===== src/cte_defines.svh =====
// Constants for the contact threshold evaluator: register map, field positions,
// reset values and digit thresholds.
// Assumes a 12-bit digit scale from the input front end and word-indexed Avalon addresses.
`ifndef CTE_DEFINES_SVH
`define CTE_DEFINES_SVH

// ----------------------------------------------------------------------------
// Register indices (word addresses on the Avalon-MM slave)
// ----------------------------------------------------------------------------
`define REG_CTRL          3'h0
`define REG_STATUS        3'h1
`define REG_LEVEL         3'h2
`define REG_BIN_STATE     3'h3
`define REG_BIN_FAULT     3'h4
`define REG_LEVEL_SUPPLY  3'h5

// ----------------------------------------------------------------------------
// Field positions and reset values
// ----------------------------------------------------------------------------
`define CTRL_EVAL_EN_BIT  0
`define CTRL_RESET        1'h1
`define STATUS_OK_BIT     0
`define STATUS_CNT_LSB    16

// ----------------------------------------------------------------------------
// Level input channel thresholds on the full scale setting
// ----------------------------------------------------------------------------
`define FULL_SCALE_SETTING  12'h7D0
`define LEVEL_ON_LIMIT      12'h4B0
`define LEVEL_OFF_LIMIT     12'h258
`define LEVEL_OPEN_LIMIT    12'h064
`define LEVEL_SHORT_LIMIT   12'h690

// ----------------------------------------------------------------------------
// Supply monitor range for the level input supply read-back
// ----------------------------------------------------------------------------
`define SUPPLY_LOW_LIMIT    12'hA28
`define SUPPLY_HIGH_LIMIT   12'hAF0

// ----------------------------------------------------------------------------
// Binary input channel thresholds
// ----------------------------------------------------------------------------
`define BIN_ON_LIMIT        12'h4B0
`define BIN_OFF_LIMIT       12'h3E8
`define BIN_OPEN_LIMIT      12'h0C8
`define BIN_SHORT_MARGIN    12'h06E
`define BIN_SUPPLY_SLOT     7

`endif


===== src/cte_pkg.sv =====
// Types shared by the contact threshold evaluator modules.
// Assumes 12-bit digit values throughout.
package cte_pkg;

   // Threshold set handed to one contact channel.
   typedef struct packed {
      logic [11:0] on_lim;
      logic [11:0] off_lim;
      logic [11:0] open_lim;
      logic [11:0] short_lim;
   } limits_t;

   // Avalon slave answer sequencing.
   typedef enum logic [0:0] {
      BUS_IDLE,
      BUS_ANSWER
   } bus_state_t;

endpackage


===== src/contact_threshold_evaluator.sv =====
// Contact threshold evaluator: level input and binary input contact channels,
// supply monitoring and an Avalon-MM register slave.
// Assumes digit values and sample_valid_in come from front-end logic on core_clk_in.
`timescale 1ns/1ns
`include "cte_defines.svh"

module contact_threshold_evaluator #(
   parameter int LEVEL_CH = 8,
   parameter int GROUPS   = 3,
   parameter int GROUP_CH = 8
) (
   input  wire logic                               core_clk_in,
   input  wire logic                               reset_in,
   input  wire logic [2:0]                         avs_address_in,
   input  wire logic                               avs_read_in,
   input  wire logic                               avs_write_in,
   input  wire logic [31:0]                        avs_writedata_in,
   input  wire logic [3:0]                         avs_byteenable_in,
   output logic [31:0]                             avs_readdata_out,
   output logic                                    avs_waitrequest_out,
   input  wire logic                               sample_valid_in,
   input  wire logic [LEVEL_CH*12-1:0]             level_value_in,
   input  wire logic [11:0]                        level_supply_in,
   input  wire logic [GROUPS*GROUP_CH*12-1:0]      bin_value_in,
   output logic [LEVEL_CH-1:0]                     level_state_out,
   output logic [LEVEL_CH-1:0]                     level_fault_out,
   output logic [GROUPS*(GROUP_CH-1)-1:0]          bin_state_out,
   output logic [GROUPS*(GROUP_CH-1)-1:0]          bin_fault_out,
   output logic                                    level_supply_ok_out
);

   localparam int BIN_CONTACTS = GROUPS * (GROUP_CH - 1);

   // ------------------------------------------------------------------------
   // Helper functions
   // ------------------------------------------------------------------------
   // Maps a contact position within a group to its raw channel, skipping the
   // supply read-back slot.
   function automatic int raw_index(input int grp, input int pos);
      int slot;
      slot = (pos >= `BIN_SUPPLY_SLOT) ? pos + 1 : pos;
      return grp * GROUP_CH + slot;
   endfunction

   // Pads a narrow status vector into a bus word.
   function automatic logic [31:0] widen(input logic [BIN_CONTACTS-1:0] bits);
      logic [31:0] word;
      word = 32'h0000_0000;
      word[BIN_CONTACTS-1:0] = bits;
      return word;
   endfunction

   // ------------------------------------------------------------------------
   // Control and evaluation pulse
   // ------------------------------------------------------------------------
   logic                  eval_enable_ff;
   logic                  eval;
   logic [15:0]           eval_count_ff;
   logic                  supply_in_range;
   logic                  supply_ok_ff;
   logic                  supply_bad;
   cte_pkg::limits_t      level_limits;
   cte_pkg::limits_t      bin_limits [GROUPS];
   logic [11:0]           group_short [GROUPS];
   logic [LEVEL_CH*12-1:0] level_clamped;

   // A sample is evaluated only while software has evaluation enabled.
   assign eval = sample_valid_in & eval_enable_ff;

   // Counts evaluation passes so software can see the block is alive.
   always_ff @(posedge core_clk_in or posedge reset_in) begin
      if (reset_in) begin
         eval_count_ff <= 16'h0000;
      end else if (eval) begin
         eval_count_ff <= eval_count_ff + 16'h0001;
      end
   end

   // ------------------------------------------------------------------------
   // Level input supply monitor
   // ------------------------------------------------------------------------
   // The tied level supplies arrive here as one analog read-back value.
   supply_window level_supply_chk (
      .value_in      (level_supply_in),
      .low_in        (`SUPPLY_LOW_LIMIT),
      .high_in       (`SUPPLY_HIGH_LIMIT),
      .margin_in     (12'h000),
      .in_range_out  (supply_in_range),
      .short_lim_out ()
   );

   // The faulty marking follows the live range check, so it clears on the
   // first pass back inside the window.
   assign supply_bad = ~supply_in_range;

   // Registered copy of the supply state for the status output.
   always_ff @(posedge core_clk_in or posedge reset_in) begin
      if (reset_in) begin
         supply_ok_ff <= 1'b0;
      end else if (eval) begin
         supply_ok_ff <= supply_in_range;
      end
   end

   // ------------------------------------------------------------------------
   // Level input contact channels
   // ------------------------------------------------------------------------
   // Fixed threshold set on the full scale setting.
   always_comb begin
      level_limits.on_lim    = `LEVEL_ON_LIMIT;
      level_limits.off_lim   = `LEVEL_OFF_LIMIT;
      level_limits.open_lim  = `LEVEL_OPEN_LIMIT;
      level_limits.short_lim = `LEVEL_SHORT_LIMIT;
   end

   // Each level channel is clamped to full scale and evaluated inclusively.
   for (genvar i = 0; i < LEVEL_CH; i++) begin : g_level
      assign level_clamped[i*12 +: 12] =
         (level_value_in[i*12 +: 12] > `FULL_SCALE_SETTING) ?
         `FULL_SCALE_SETTING : level_value_in[i*12 +: 12];

      contact_channel #(
         .STRICT     (1'b0),
         .FORCE_ZERO (1'b0)
      ) level_ch (
         .core_clk_in    (core_clk_in),
         .reset_in       (reset_in),
         .eval_in        (eval),
         .value_in       (level_clamped[i*12 +: 12]),
         .limits_in      (level_limits),
         .extra_fault_in (supply_bad),
         .state_out      (level_state_out[i]),
         .fault_out      (level_fault_out[i])
      );
   end

   // ------------------------------------------------------------------------
   // Binary input groups
   // ------------------------------------------------------------------------
   // Each group derives its own short limit from its own supply slot.
   for (genvar g = 0; g < GROUPS; g++) begin : g_group
      supply_window group_chk (
         .value_in      (bin_value_in[(g*GROUP_CH + `BIN_SUPPLY_SLOT)*12 +: 12]),
         .low_in        (12'h000),
         .high_in       (12'hFFF),
         .margin_in     (`BIN_SHORT_MARGIN),
         .in_range_out  (),
         .short_lim_out (group_short[g])
      );

      always_comb begin
         bin_limits[g].on_lim    = `BIN_ON_LIMIT;
         bin_limits[g].off_lim   = `BIN_OFF_LIMIT;
         bin_limits[g].open_lim  = `BIN_OPEN_LIMIT;
         bin_limits[g].short_lim = group_short[g];
      end

      // The remaining contacts of the group switch on strict limits and
      // read zero while faulty.
      for (genvar k = 0; k < GROUP_CH - 1; k++) begin : g_contact
         contact_channel #(
            .STRICT     (1'b1),
            .FORCE_ZERO (1'b1)
         ) bin_ch (
            .core_clk_in    (core_clk_in),
            .reset_in       (reset_in),
            .eval_in        (eval),
            .value_in       (bin_value_in[raw_index(g, k)*12 +: 12]),
            .limits_in      (bin_limits[g]),
            .extra_fault_in (1'b0),
            .state_out      (bin_state_out[g*(GROUP_CH-1) + k]),
            .fault_out      (bin_fault_out[g*(GROUP_CH-1) + k])
         );
      end
   end

   assign level_supply_ok_out = supply_ok_ff;

   // ------------------------------------------------------------------------
   // Avalon-MM slave
   // ------------------------------------------------------------------------
   cte_pkg::bus_state_t bus_state_ff;
   logic                waitrequest_ff;
   logic [31:0]         readdata_ff;
   logic [31:0]         nxt_readdata;

   // Read multiplexer; unmapped words read as zero.
   always_comb begin
      case (avs_address_in)
         `REG_CTRL: begin
            nxt_readdata = {31'h0000_0000, eval_enable_ff};
         end
         `REG_STATUS: begin
            nxt_readdata = {eval_count_ff, 15'h0000, supply_ok_ff};
         end
         `REG_LEVEL: begin
            nxt_readdata = 32'h0000_0000;
            nxt_readdata[LEVEL_CH-1:0] = level_state_out;
            nxt_readdata[8 +: LEVEL_CH] = level_fault_out;
         end
         `REG_BIN_STATE: begin
            nxt_readdata = widen(bin_state_out);
         end
         `REG_BIN_FAULT: begin
            nxt_readdata = widen(bin_fault_out);
         end
         `REG_LEVEL_SUPPLY: begin
            nxt_readdata = {20'h0_0000, level_supply_in};
         end
         default: begin
            nxt_readdata = 32'h0000_0000;
         end
      endcase
   end

   // Every request waits one cycle, then waitrequest drops for one cycle.
   always_ff @(posedge core_clk_in or posedge reset_in) begin
      if (reset_in) begin
         bus_state_ff   <= cte_pkg::BUS_IDLE;
         waitrequest_ff <= 1'b1;
         readdata_ff    <= 32'h0000_0000;
      end else begin
         case (bus_state_ff)
            cte_pkg::BUS_IDLE: begin
               if (avs_read_in || avs_write_in) begin
                  bus_state_ff   <= cte_pkg::BUS_ANSWER;
                  waitrequest_ff <= 1'b0;
                  readdata_ff    <= avs_read_in ? nxt_readdata : 32'h0000_0000;
               end
            end
            cte_pkg::BUS_ANSWER: begin
               bus_state_ff   <= cte_pkg::BUS_IDLE;
               waitrequest_ff <= 1'b1;
            end
            default: begin
               bus_state_ff   <= cte_pkg::BUS_IDLE;
               waitrequest_ff <= 1'b1;
            end
         endcase
      end
   end

   // The control word is written at the edge where waitrequest is seen low.
   always_ff @(posedge core_clk_in or posedge reset_in) begin
      if (reset_in) begin
         eval_enable_ff <= `CTRL_RESET;
      end else if (avs_write_in && !waitrequest_ff && avs_address_in == `REG_CTRL
                   && avs_byteenable_in[0]) begin
         eval_enable_ff <= avs_writedata_in[`CTRL_EVAL_EN_BIT];
      end
   end

   assign avs_readdata_out    = readdata_ff;
   assign avs_waitrequest_out = waitrequest_ff;

   // ------------------------------------------------------------------------
   // Assertions
   // ------------------------------------------------------------------------
   logic [11:0] ai0;
   logic [11:0] bin0;
   logic [11:0] sup0;
   assign ai0  = level_clamped[11:0];
   assign bin0 = bin_value_in[11:0];
   assign sup0 = bin_value_in[`BIN_SUPPLY_SLOT*12 +: 12];
endmodule


===== src/supply_window.sv =====
// Range check of a supply read-back and derivation of a short limit from it.
// Assumes inputs on the same clock; purely combinational.
`timescale 1ns/1ns
module supply_window (
   input  wire logic [11:0] value_in,
   input  wire logic [11:0] low_in,
   input  wire logic [11:0] high_in,
   input  wire logic [11:0] margin_in,
   output logic             in_range_out,
   output logic [11:0]      short_lim_out
);

   // ------------------------------------------------------------------------
   // Range and limit
   // ------------------------------------------------------------------------
   // Outside means strictly below the low or strictly above the high limit.
   // The limit saturates at zero so a collapsed supply never wraps upward.
   always_comb begin
      in_range_out  = (value_in >= low_in) && (value_in <= high_in);
      short_lim_out = (value_in > margin_in) ? 12'(value_in - margin_in) : 12'h000;
   end

endmodule


===== src/contact_channel.sv =====
// One contact channel: hysteresis on a digit value plus open and short detection.
// Assumes eval_in is a one-cycle pulse on core_clk_in marking a new sample.
`timescale 1ns/1ns
module contact_channel #(
   parameter bit STRICT     = 1'b0,
   parameter bit FORCE_ZERO = 1'b0
) (
   input  wire logic            core_clk_in,
   input  wire logic            reset_in,
   input  wire logic            eval_in,
   input  wire logic [11:0]     value_in,
   input  wire cte_pkg::limits_t limits_in,
   input  wire logic            extra_fault_in,
   output logic                 state_out,
   output logic                 fault_out
);

   logic above_on;
   logic below_off;
   logic open_hit;
   logic short_hit;
   logic fault_now;
   logic nxt_hyst;
   logic hyst_ff;
   logic state_ff;
   logic fault_ff;

   // ------------------------------------------------------------------------
   // Threshold compares
   // ------------------------------------------------------------------------
   // Strict channels switch beyond a limit, inclusive channels on reaching it.
   always_comb begin
      if (STRICT) begin
         above_on  = value_in > limits_in.on_lim;
         below_off = value_in < limits_in.off_lim;
         open_hit  = value_in < limits_in.open_lim;
         short_hit = value_in > limits_in.short_lim;
      end else begin
         above_on  = value_in >= limits_in.on_lim;
         below_off = value_in <= limits_in.off_lim;
         open_hit  = value_in <= limits_in.open_lim;
         short_hit = value_in >= limits_in.short_lim;
      end
      nxt_hyst  = above_on ? 1'b1 : (below_off ? 1'b0 : hyst_ff);
      fault_now = open_hit | short_hit | extra_fault_in;
   end

   // Hysteresis memory moves only on an evaluation pulse.
   always_ff @(posedge core_clk_in or posedge reset_in) begin
      if (reset_in) begin
         hyst_ff <= 1'b0;
      end else if (eval_in) begin
         hyst_ff <= nxt_hyst;
      end
   end

   // A fault masks the state on channels that force zero.
   always_ff @(posedge core_clk_in or posedge reset_in) begin
      if (reset_in) begin
         state_ff <= 1'b0;
         fault_ff <= 1'b0;
      end else if (eval_in) begin
         state_ff <= (FORCE_ZERO && fault_now) ? 1'b0 : nxt_hyst;
         fault_ff <= fault_now;
      end
   end

   assign state_out = state_ff;
   assign fault_out = fault_ff;

endmodule


===== config.mk =====
export PLATFORM = sky130hd
export DESIGN_NAME = contact_threshold_evaluator
export DESIGN_NICKNAME = d
export VERILOG_FILES = /design/src/cte_pkg.sv /design/src/contact_threshold_evaluator.sv /design/src/supply_window.sv /design/src/contact_channel.sv
export VERILOG_INCLUDE_DIRS = /design/src
export SDC_FILE = /design/constraint.sdc
export NUM_CORES = 1
export LEC_CHECK = 0
export ABC_AREA = 1
export ABC_CLOCK_PERIOD_IN_PS = 3810
export BUFFER_PORTS_ARGS = -buffer_cell sky130_fd_sc_hd__buf_2
export CELL_PAD_IN_SITES_DETAIL_PLACEMENT = 1
export CELL_PAD_IN_SITES_GLOBAL_PLACEMENT = 1
export CORE_MARGIN = 2
export CORE_UTILIZATION = 25
export DETAILED_ROUTE_END_ITERATION = 8
export PLACE_DENSITY_LB_ADDON = 0.1
export SLEW_MARGIN = 10
export SYNTH_ARGS = -nofsm -noshare
export SYNTH_HDL_FRONTEND = slang
export SYNTH_HIERARCHICAL = 1
export SYNTH_SLANG_ARGS = --single-unit
export TNS_END_PERCENT = 100

===== constraint.sdc =====
create_clock -name core_clk_in -period 3.81 [get_ports core_clk_in]
set_clock_uncertainty 0.1 [all_clocks]
set_input_delay 0 -clock core_clk_in [delete_from_list [all_inputs] [get_ports core_clk_in]]
set_output_delay 0 -clock core_clk_in [all_outputs]
set_load 0.05 [all_outputs]

==> results.cfg, run 1 <==
[drt]
drt_pass1_iterations = 4
drtAntennaViolNets = 0
drt-total-wl_um = 171000
vias = 49200
route.detailed.wl_per_inst_um = 14.2
via_per_inst = 4.09
drc = 0
drt-initial-drc-count = 1021

[placement]
detailed_place_hpwl_um = 151000
place.gp.congestion = 0.796
placed_cells = 12000
post-place-ws_ps = 559
io_buffers = 497

[pwr]
p_leak_nw = 36.9
switchingPower_w = 0.00681
sequentialPowerShare = 0.189
clkPwrFrac = 0.155
peakVddDrop_mv = 0.407
power.internal_w = 0.00539
power_frac_comb = 0.656
swShare = 0.558
powerDensity_nw_per_um2 = 207

[critical_path]
cp-start-kind = input pin
worstSetupPathType = input pin to register
cp_data_arrival_time_ps = 3010
rr_endpoint = g_group[0].g_contact[5].bin_ch/state_out
r2r_setup_slack_ps = 1430
cp.required_ps = 4180
end_kind = register
crit_fanout = 11
ff2ff_path_depth = 6
r2r-start = eval_enable_ff

[clocking]
post_cts_buffers = 0
htreeDepth = 4
cts_root_buf = clkbuf_16
cts_resized = 0
insertion_delay_ps = 540
cts_buffers = 17
clockBufferDepth = 2
cts_tree = built
clk_pin_slew_ps = 80
cts.sinks = 131

[global_route]
grtUsageMet3 = 0.0136
track_usage = 0.177
grt-busiest-layer = met2
grt_max_degree = 40
use_met2 = 0.342
overflow = 0
antenna_found_initial = 59
grt_pass1_vias = 50400
grt_pass1_wl_um = 267000
met1_usage = 0.205

[timing]
hold_viol = 0
rsz0062_at_grt = no
setup_viol = 0
drv_slew = 0
setup_slack_ps = 1170
fmax_mhz = 379
tns_ps = 0
hold_slack_ps = 54.2
worst_slew_pin_slew_ps = 1080
period_minus_slack_ps = 2640
finalCritPeriodShare = 0.693
max-slew-margin-rel = 0.271

[layout]
regArea_sq_um = 3280
drive_gt1_frac = 0.0964
fin_cells = 12000
nets = 11400
area_delta_synth_final_pct = 23.8
multiInputGateArea_sq_um = 40700
final_util = 0.311
nFillCells = 25300

[logic_synthesis]
syn_inst = 7688
yosysWarnings = 6
synth_area_per_cell_sq_um = 6.19
synth_area_sq_um = 47600

[min_path]
hp-start = bin_value_in[204]
min_path_cells = 8
holdCritPathClass = input pin to register
hold_end = g_group[2].g_contact[1].bin_ch/hyst_ff

[floorplan]
core_sq_um = 190000
start_util = 0.251
die_w_um = 440
rows = 160
dieArea_sq_um = 194000
die_h_um = 440
ios = 532

[status]
status = complete, no violations

[job]
maxCapViolations = 0
[worst max-delay path by stage]
stage / start / endpoint / slack [ps] / cells after the start
after floorplan: eval_enable_ff / g_level[0].level_ch/fault_out / 1040 / 7
after global placement: bin_value_in[285] / g_group[2].g_contact[0].bin_ch/state_out / 610 / 19
after detailed placement: bin_value_in[285] / g_group[2].g_contact[6].bin_ch/state_out / 560 / 19
after CTS: bin_value_in[285] / g_group[2].g_contact[6].bin_ch/state_out / 1160 / 19
after global routing: bin_value_in[284] / g_group[2].g_contact[6].bin_ch/state_out / 900 / 19
final: bin_value_in[285] / g_group[2].g_contact[0].bin_ch/state_out / 1170 / 21
[flip-flops by register name (all words and copies together) (netlist names)]
| name | flops |
|---|---|
| g_group.g_contact.bin_ch/fault_out | 21 |
| avs_readdata_out | 32 |
| g_group.g_contact.bin_ch/hyst_ff | 21 |
| eval_enable_ff | 1 |
| avs_waitrequest_out | 1 |
| g_level.level_ch/fault_out | 8 |
| g_level.level_ch/state_out | 8 |
| bus_state_ff | 1 |
| eval_count_ff | 16 |
| g_group.g_contact.bin_ch/state_out | 21 |
| level_supply_ok_out | 1 |
[layout make-up]
cell class                 instances  share of cell area
multi-input combinational       6625               0.691
inverter                        2164               0.138
sequential                       131              0.0557
clock buffer                      17             0.00722
antenna                           14            0.000595
timing repair buffer             558              0.0511
tap                             2511              0.0533
clock inverter                    15             0.00270
[power by group through the flow]
| stage | Sequential [W] | Clock [W] | Combinational [W] |
|---|---|---|---|
| 6_report | 0.00231 | 0.00189 | 0.00800 |
| 5_1_grt | 0.00239 | 0.00204 | 0.00931 |
| 4_1_cts | 0.00237 | 0.00203 | 0.00809 |
| 3_5_place_dp | 0.00239 | 0 | 0.00802 |
| 3_3_place_gp | 0.00239 | 0 | 0.00775 |
| 2_1_floorplan | 0.00285 | 0 | 0.00469 |
[placed cells by master (no fill, tap or decap), types with 6 or more instances in the layout]
cell type,instances
nand3b_1,15
nand2_1,2102
o21ai_0,81
buf_4,39
nor2_4,28
nand2_2,42
a21boi_1,21
inv_6,6
a21oi_1,497
o21ai_2,7
dlygate4sd3_1,21
xor2_1,18
nor2_1,356
a21boi_0,32
nor2_2,108
nand3_2,27
clkbuf_16,17
xnor2_1,11
nor3_1,44
conb_1,1253
o21bai_1,51
dfrtp_1,129
inv_2,112
a21o_1,41
buf_2,497
o21a_1,51
and2_1,29
nand2_4,8
diode_2,14
inv_1,2050
nand3_1,210
nand4_4,8
ha_1,1411
o21ai_1,29
nand4_1,138
[stage by stage]
step	area (sq um)	power, W
floorplan	52300	0.00754
global route	58900	0.0137
finish	58900	0.0122
detailed placement	58100	0.0104
CTS	58900	0.0125
global placement	58100	0.0101
[worst max-delay path, stage by stage]
cell,delay [ps]
buf_2,100
ha_1,370
nand2_2,100
nor2_2,180
nand3_1,110
nand3_2,80
nand2_2,220
nor2_2,620
inv_1,110
ha_1,300
nand2_1,80
inv_2,40
nand2_1,50
nand2_1,50
nand2_1,60
nand3_1,70
nand2_1,80
nand2_1,70
nor2_2,130
nand3_1,80
nand2_1,70
[metal layers]
metal / wire [um] / part of all wire
met4: 5010 / 0.029
met2: 88800 / 0.52
met5: 90 / 0.00053
met3: 2740 / 0.016
met1: 74300 / 0.43
[what timing repair did]
item | 4_1_cts | 5_1_grt
hold endpoints to repair | 97 | 0
endpoints found under the setup margin | 0 | 0
hold buffers | 21 | 0
No activity file was read; power rests on OpenSTA's default activity.
==> run 2, diff against run 1 <==
- ABC_CLOCK_PERIOD_IN_PS: 3810 -> 2600
- clock period: 3.81 -> 2.6 ns (I/O delays scaled with it)
==> results.cfg, run 2 (synthesis results as in run 1) <==
[drt]
drt_pass1_iterations = 5
route.detailed.wl_per_inst_um = 14.0
via_per_inst = 4.07
vias = 49700
drt-total-wl_um = 171000
drtAntennaViolNets = 0
drc = 0
drt-initial-drc-count = 935

[pwr]
powerDensity_nw_per_um2 = 308
p_leak_nw = 37.8
peakVddDrop_mv = 0.604

[critical_path]
end_kind = register
r2r_setup_slack_ps = 690
cp-start-kind = input pin
cp.required_ps = 3000
worstSetupPathType = input pin to register
ff2ff_path_depth = 7
cp_data_arrival_time_ps = 2760
r2r-start = eval_enable_ff
rr_endpoint = g_group[1].g_contact[4].bin_ch/fault_out
crit_fanout = 9

[clocking]
clk_pin_slew_ps = 80
cts.sinks = 131
post_cts_buffers = 0
htreeDepth = 4
cts_tree = built
cts_buffers = 17
clockBufferDepth = 2
cts_root_buf = clkbuf_16
insertion_delay_ps = 550

[timing]
setup_slack_ps = 244
rsz0062_at_grt = yes
max-slew-margin-rel = 0.380
fmax_mhz = 424
period_minus_slack_ps = 2360
worst_slew_pin_slew_ps = 931
drv_slew = 0
setup_viol = 0
finalCritPeriodShare = 0.906
hold_viol = 0

[global_route]
grt_pass1_wl_um = 271000
track_usage = 0.179
antenna_found_initial = 59
overflow = 0
grt_pass1_vias = 51500
grt_max_degree = 36

[layout]
nFillCells = 25200
area_delta_synth_final_pct = 27.1
largest_reg_flops = 32
multiInputGateArea_sq_um = 40800
layout_common_cells = 2,102 x nand2_1, 2,050 x inv_1, 1,411 x ha_1, 1,253 x conb_1, 497 x buf_2
finalInstanceArea_sq_um = 60500
nets = 11500
drive_gt1_frac = 0.112
regArea_sq_um = 3280
layout_commonest_cell = nand2_1

[placement]
post-place-ws_ps = -733
io_buffers = 497
place.gp.congestion = 0.811
placed_cell_area_sq_um = 59500
detailed_place_hpwl_um = 153000

[min_path]
holdCritPathClass = input pin to register
hp-start = bin_value_in[144]
min_path_cells = 8
hold_end = g_group[1].g_contact[4].bin_ch/hyst_ff

[floorplan]
start_util = 0.251
dieArea_sq_um = 194000
die_w_um = 440
core_sq_um = 190000
rows = 160
die_h_um = 440
ios = 532

[status]
status = complete, no violations

[job]
maxCapViolations = 0
## run 2: changes by cell type in the layout (fill, tap and decap cells not counted), moves of 5 or more
cell and change:
buf_12 +18, buf_4 +143, dlygate4sd3_1 +5, nor2_2 -5, nor2_4 +5
## run 2: area by class of cell
| type | count | area share |
|---|---|---|
| well taps | 2511 | 0.0520 |
| clock inverters | 15 | 0.00323 |
| clock buffers | 17 | 0.00703 |
| diodes | 11 | 0.000455 |
| multi-input cells | 6625 | 0.674 |
| repair buffers | 724 | 0.0743 |
| flip-flops and latches | 131 | 0.0542 |
| inverters | 2164 | 0.134 |
## run 2: what timing repair did
action | 4_1_cts | 5_1_grt
gates resized for setup | 1 | 6
hold endpoints to repair | 159 | 0
hold buffers | 26 | 0
setup endpoints to repair | 14 | 15
## run 2: worst max-delay path by stage
stage	slack, ps	startpoint	endpoint	depth (start not counted)
after floorplan	290	bin_value_in[91]	g_group[0].g_contact[0].bin_ch/state_out	21
after global placement	-660	bin_value_in[285]	g_group[2].g_contact[6].bin_ch/state_out	20
after detailed placement	-730	bin_value_in[285]	g_group[2].g_contact[6].bin_ch/state_out	20
after CTS	220	bin_value_in[191]	g_group[1].g_contact[1].bin_ch/state_out	21
after global routing	-20	bin_value_in[88]	g_group[0].g_contact[1].bin_ch/state_out	24
final	240	bin_value_in[191]	g_group[1].g_contact[0].bin_ch/state_out	21
## run 2: metrics by stage
| step | hold WS, ps | utilization | power (W) | instances | setup TNS (ps) |
|---|---|---|---|---|---|
| after floorplan | -359 | - | 0.0110 | 8939 | 0 |
| after global placement | 31.9 | 0.314 | 0.0154 | 12100 | -14860 |
| after detailed placement | 44.5 | 0.314 | 0.0158 | 12100 | -18020 |
| after CTS | 8.19 | 0.319 | 0.0190 | 12200 | 0 |
| after global routing | 88.9 | 0.319 | 0.0209 | 12200 | -26.3 |
| final | 48.3 | 0.319 | 0.0186 | 12200 | 0 |
## run 2: routing by layer
metal / part of all wire / vias up / track usage / routed length, um
met5: 0.00040 / - / 0 / 69
met4: 0.029 / 12 / 0.0542 / 4960
met1: 0.43 / 22600 / 0.204 / 73200
li1: - / 26500 / - / -
met3: 0.014 / 188 / 0.0122 / 2440
met2: 0.53 / 388 / 0.349 / 89900
## run 2: worst max-delay path, cell delays in order
cell     delay [ps]
buf_2           100
ha_1            320
nand2_1          90
nor2_2          130
nand3_1         110
nand3_2          90
nand2_2         180
nor2_2          550
inv_1           120
ha_1            290
nand2_1          70
inv_2            40
nand2_1          50
nand2_1          40
nand2_1          50
nand3_1          60
nand2_1         100
nand2_1          70
nor2_2          110
nand3_1          90
nand2_1          70
## run 2: where the power goes
group          internal (W)  switching, W  total [W]  leakage (nW)
logic               0.00439       0.00780     0.0122          35.8
registers           0.00258      0.000882    0.00346          1.65
clock network       0.00153       0.00143    0.00296         0.297
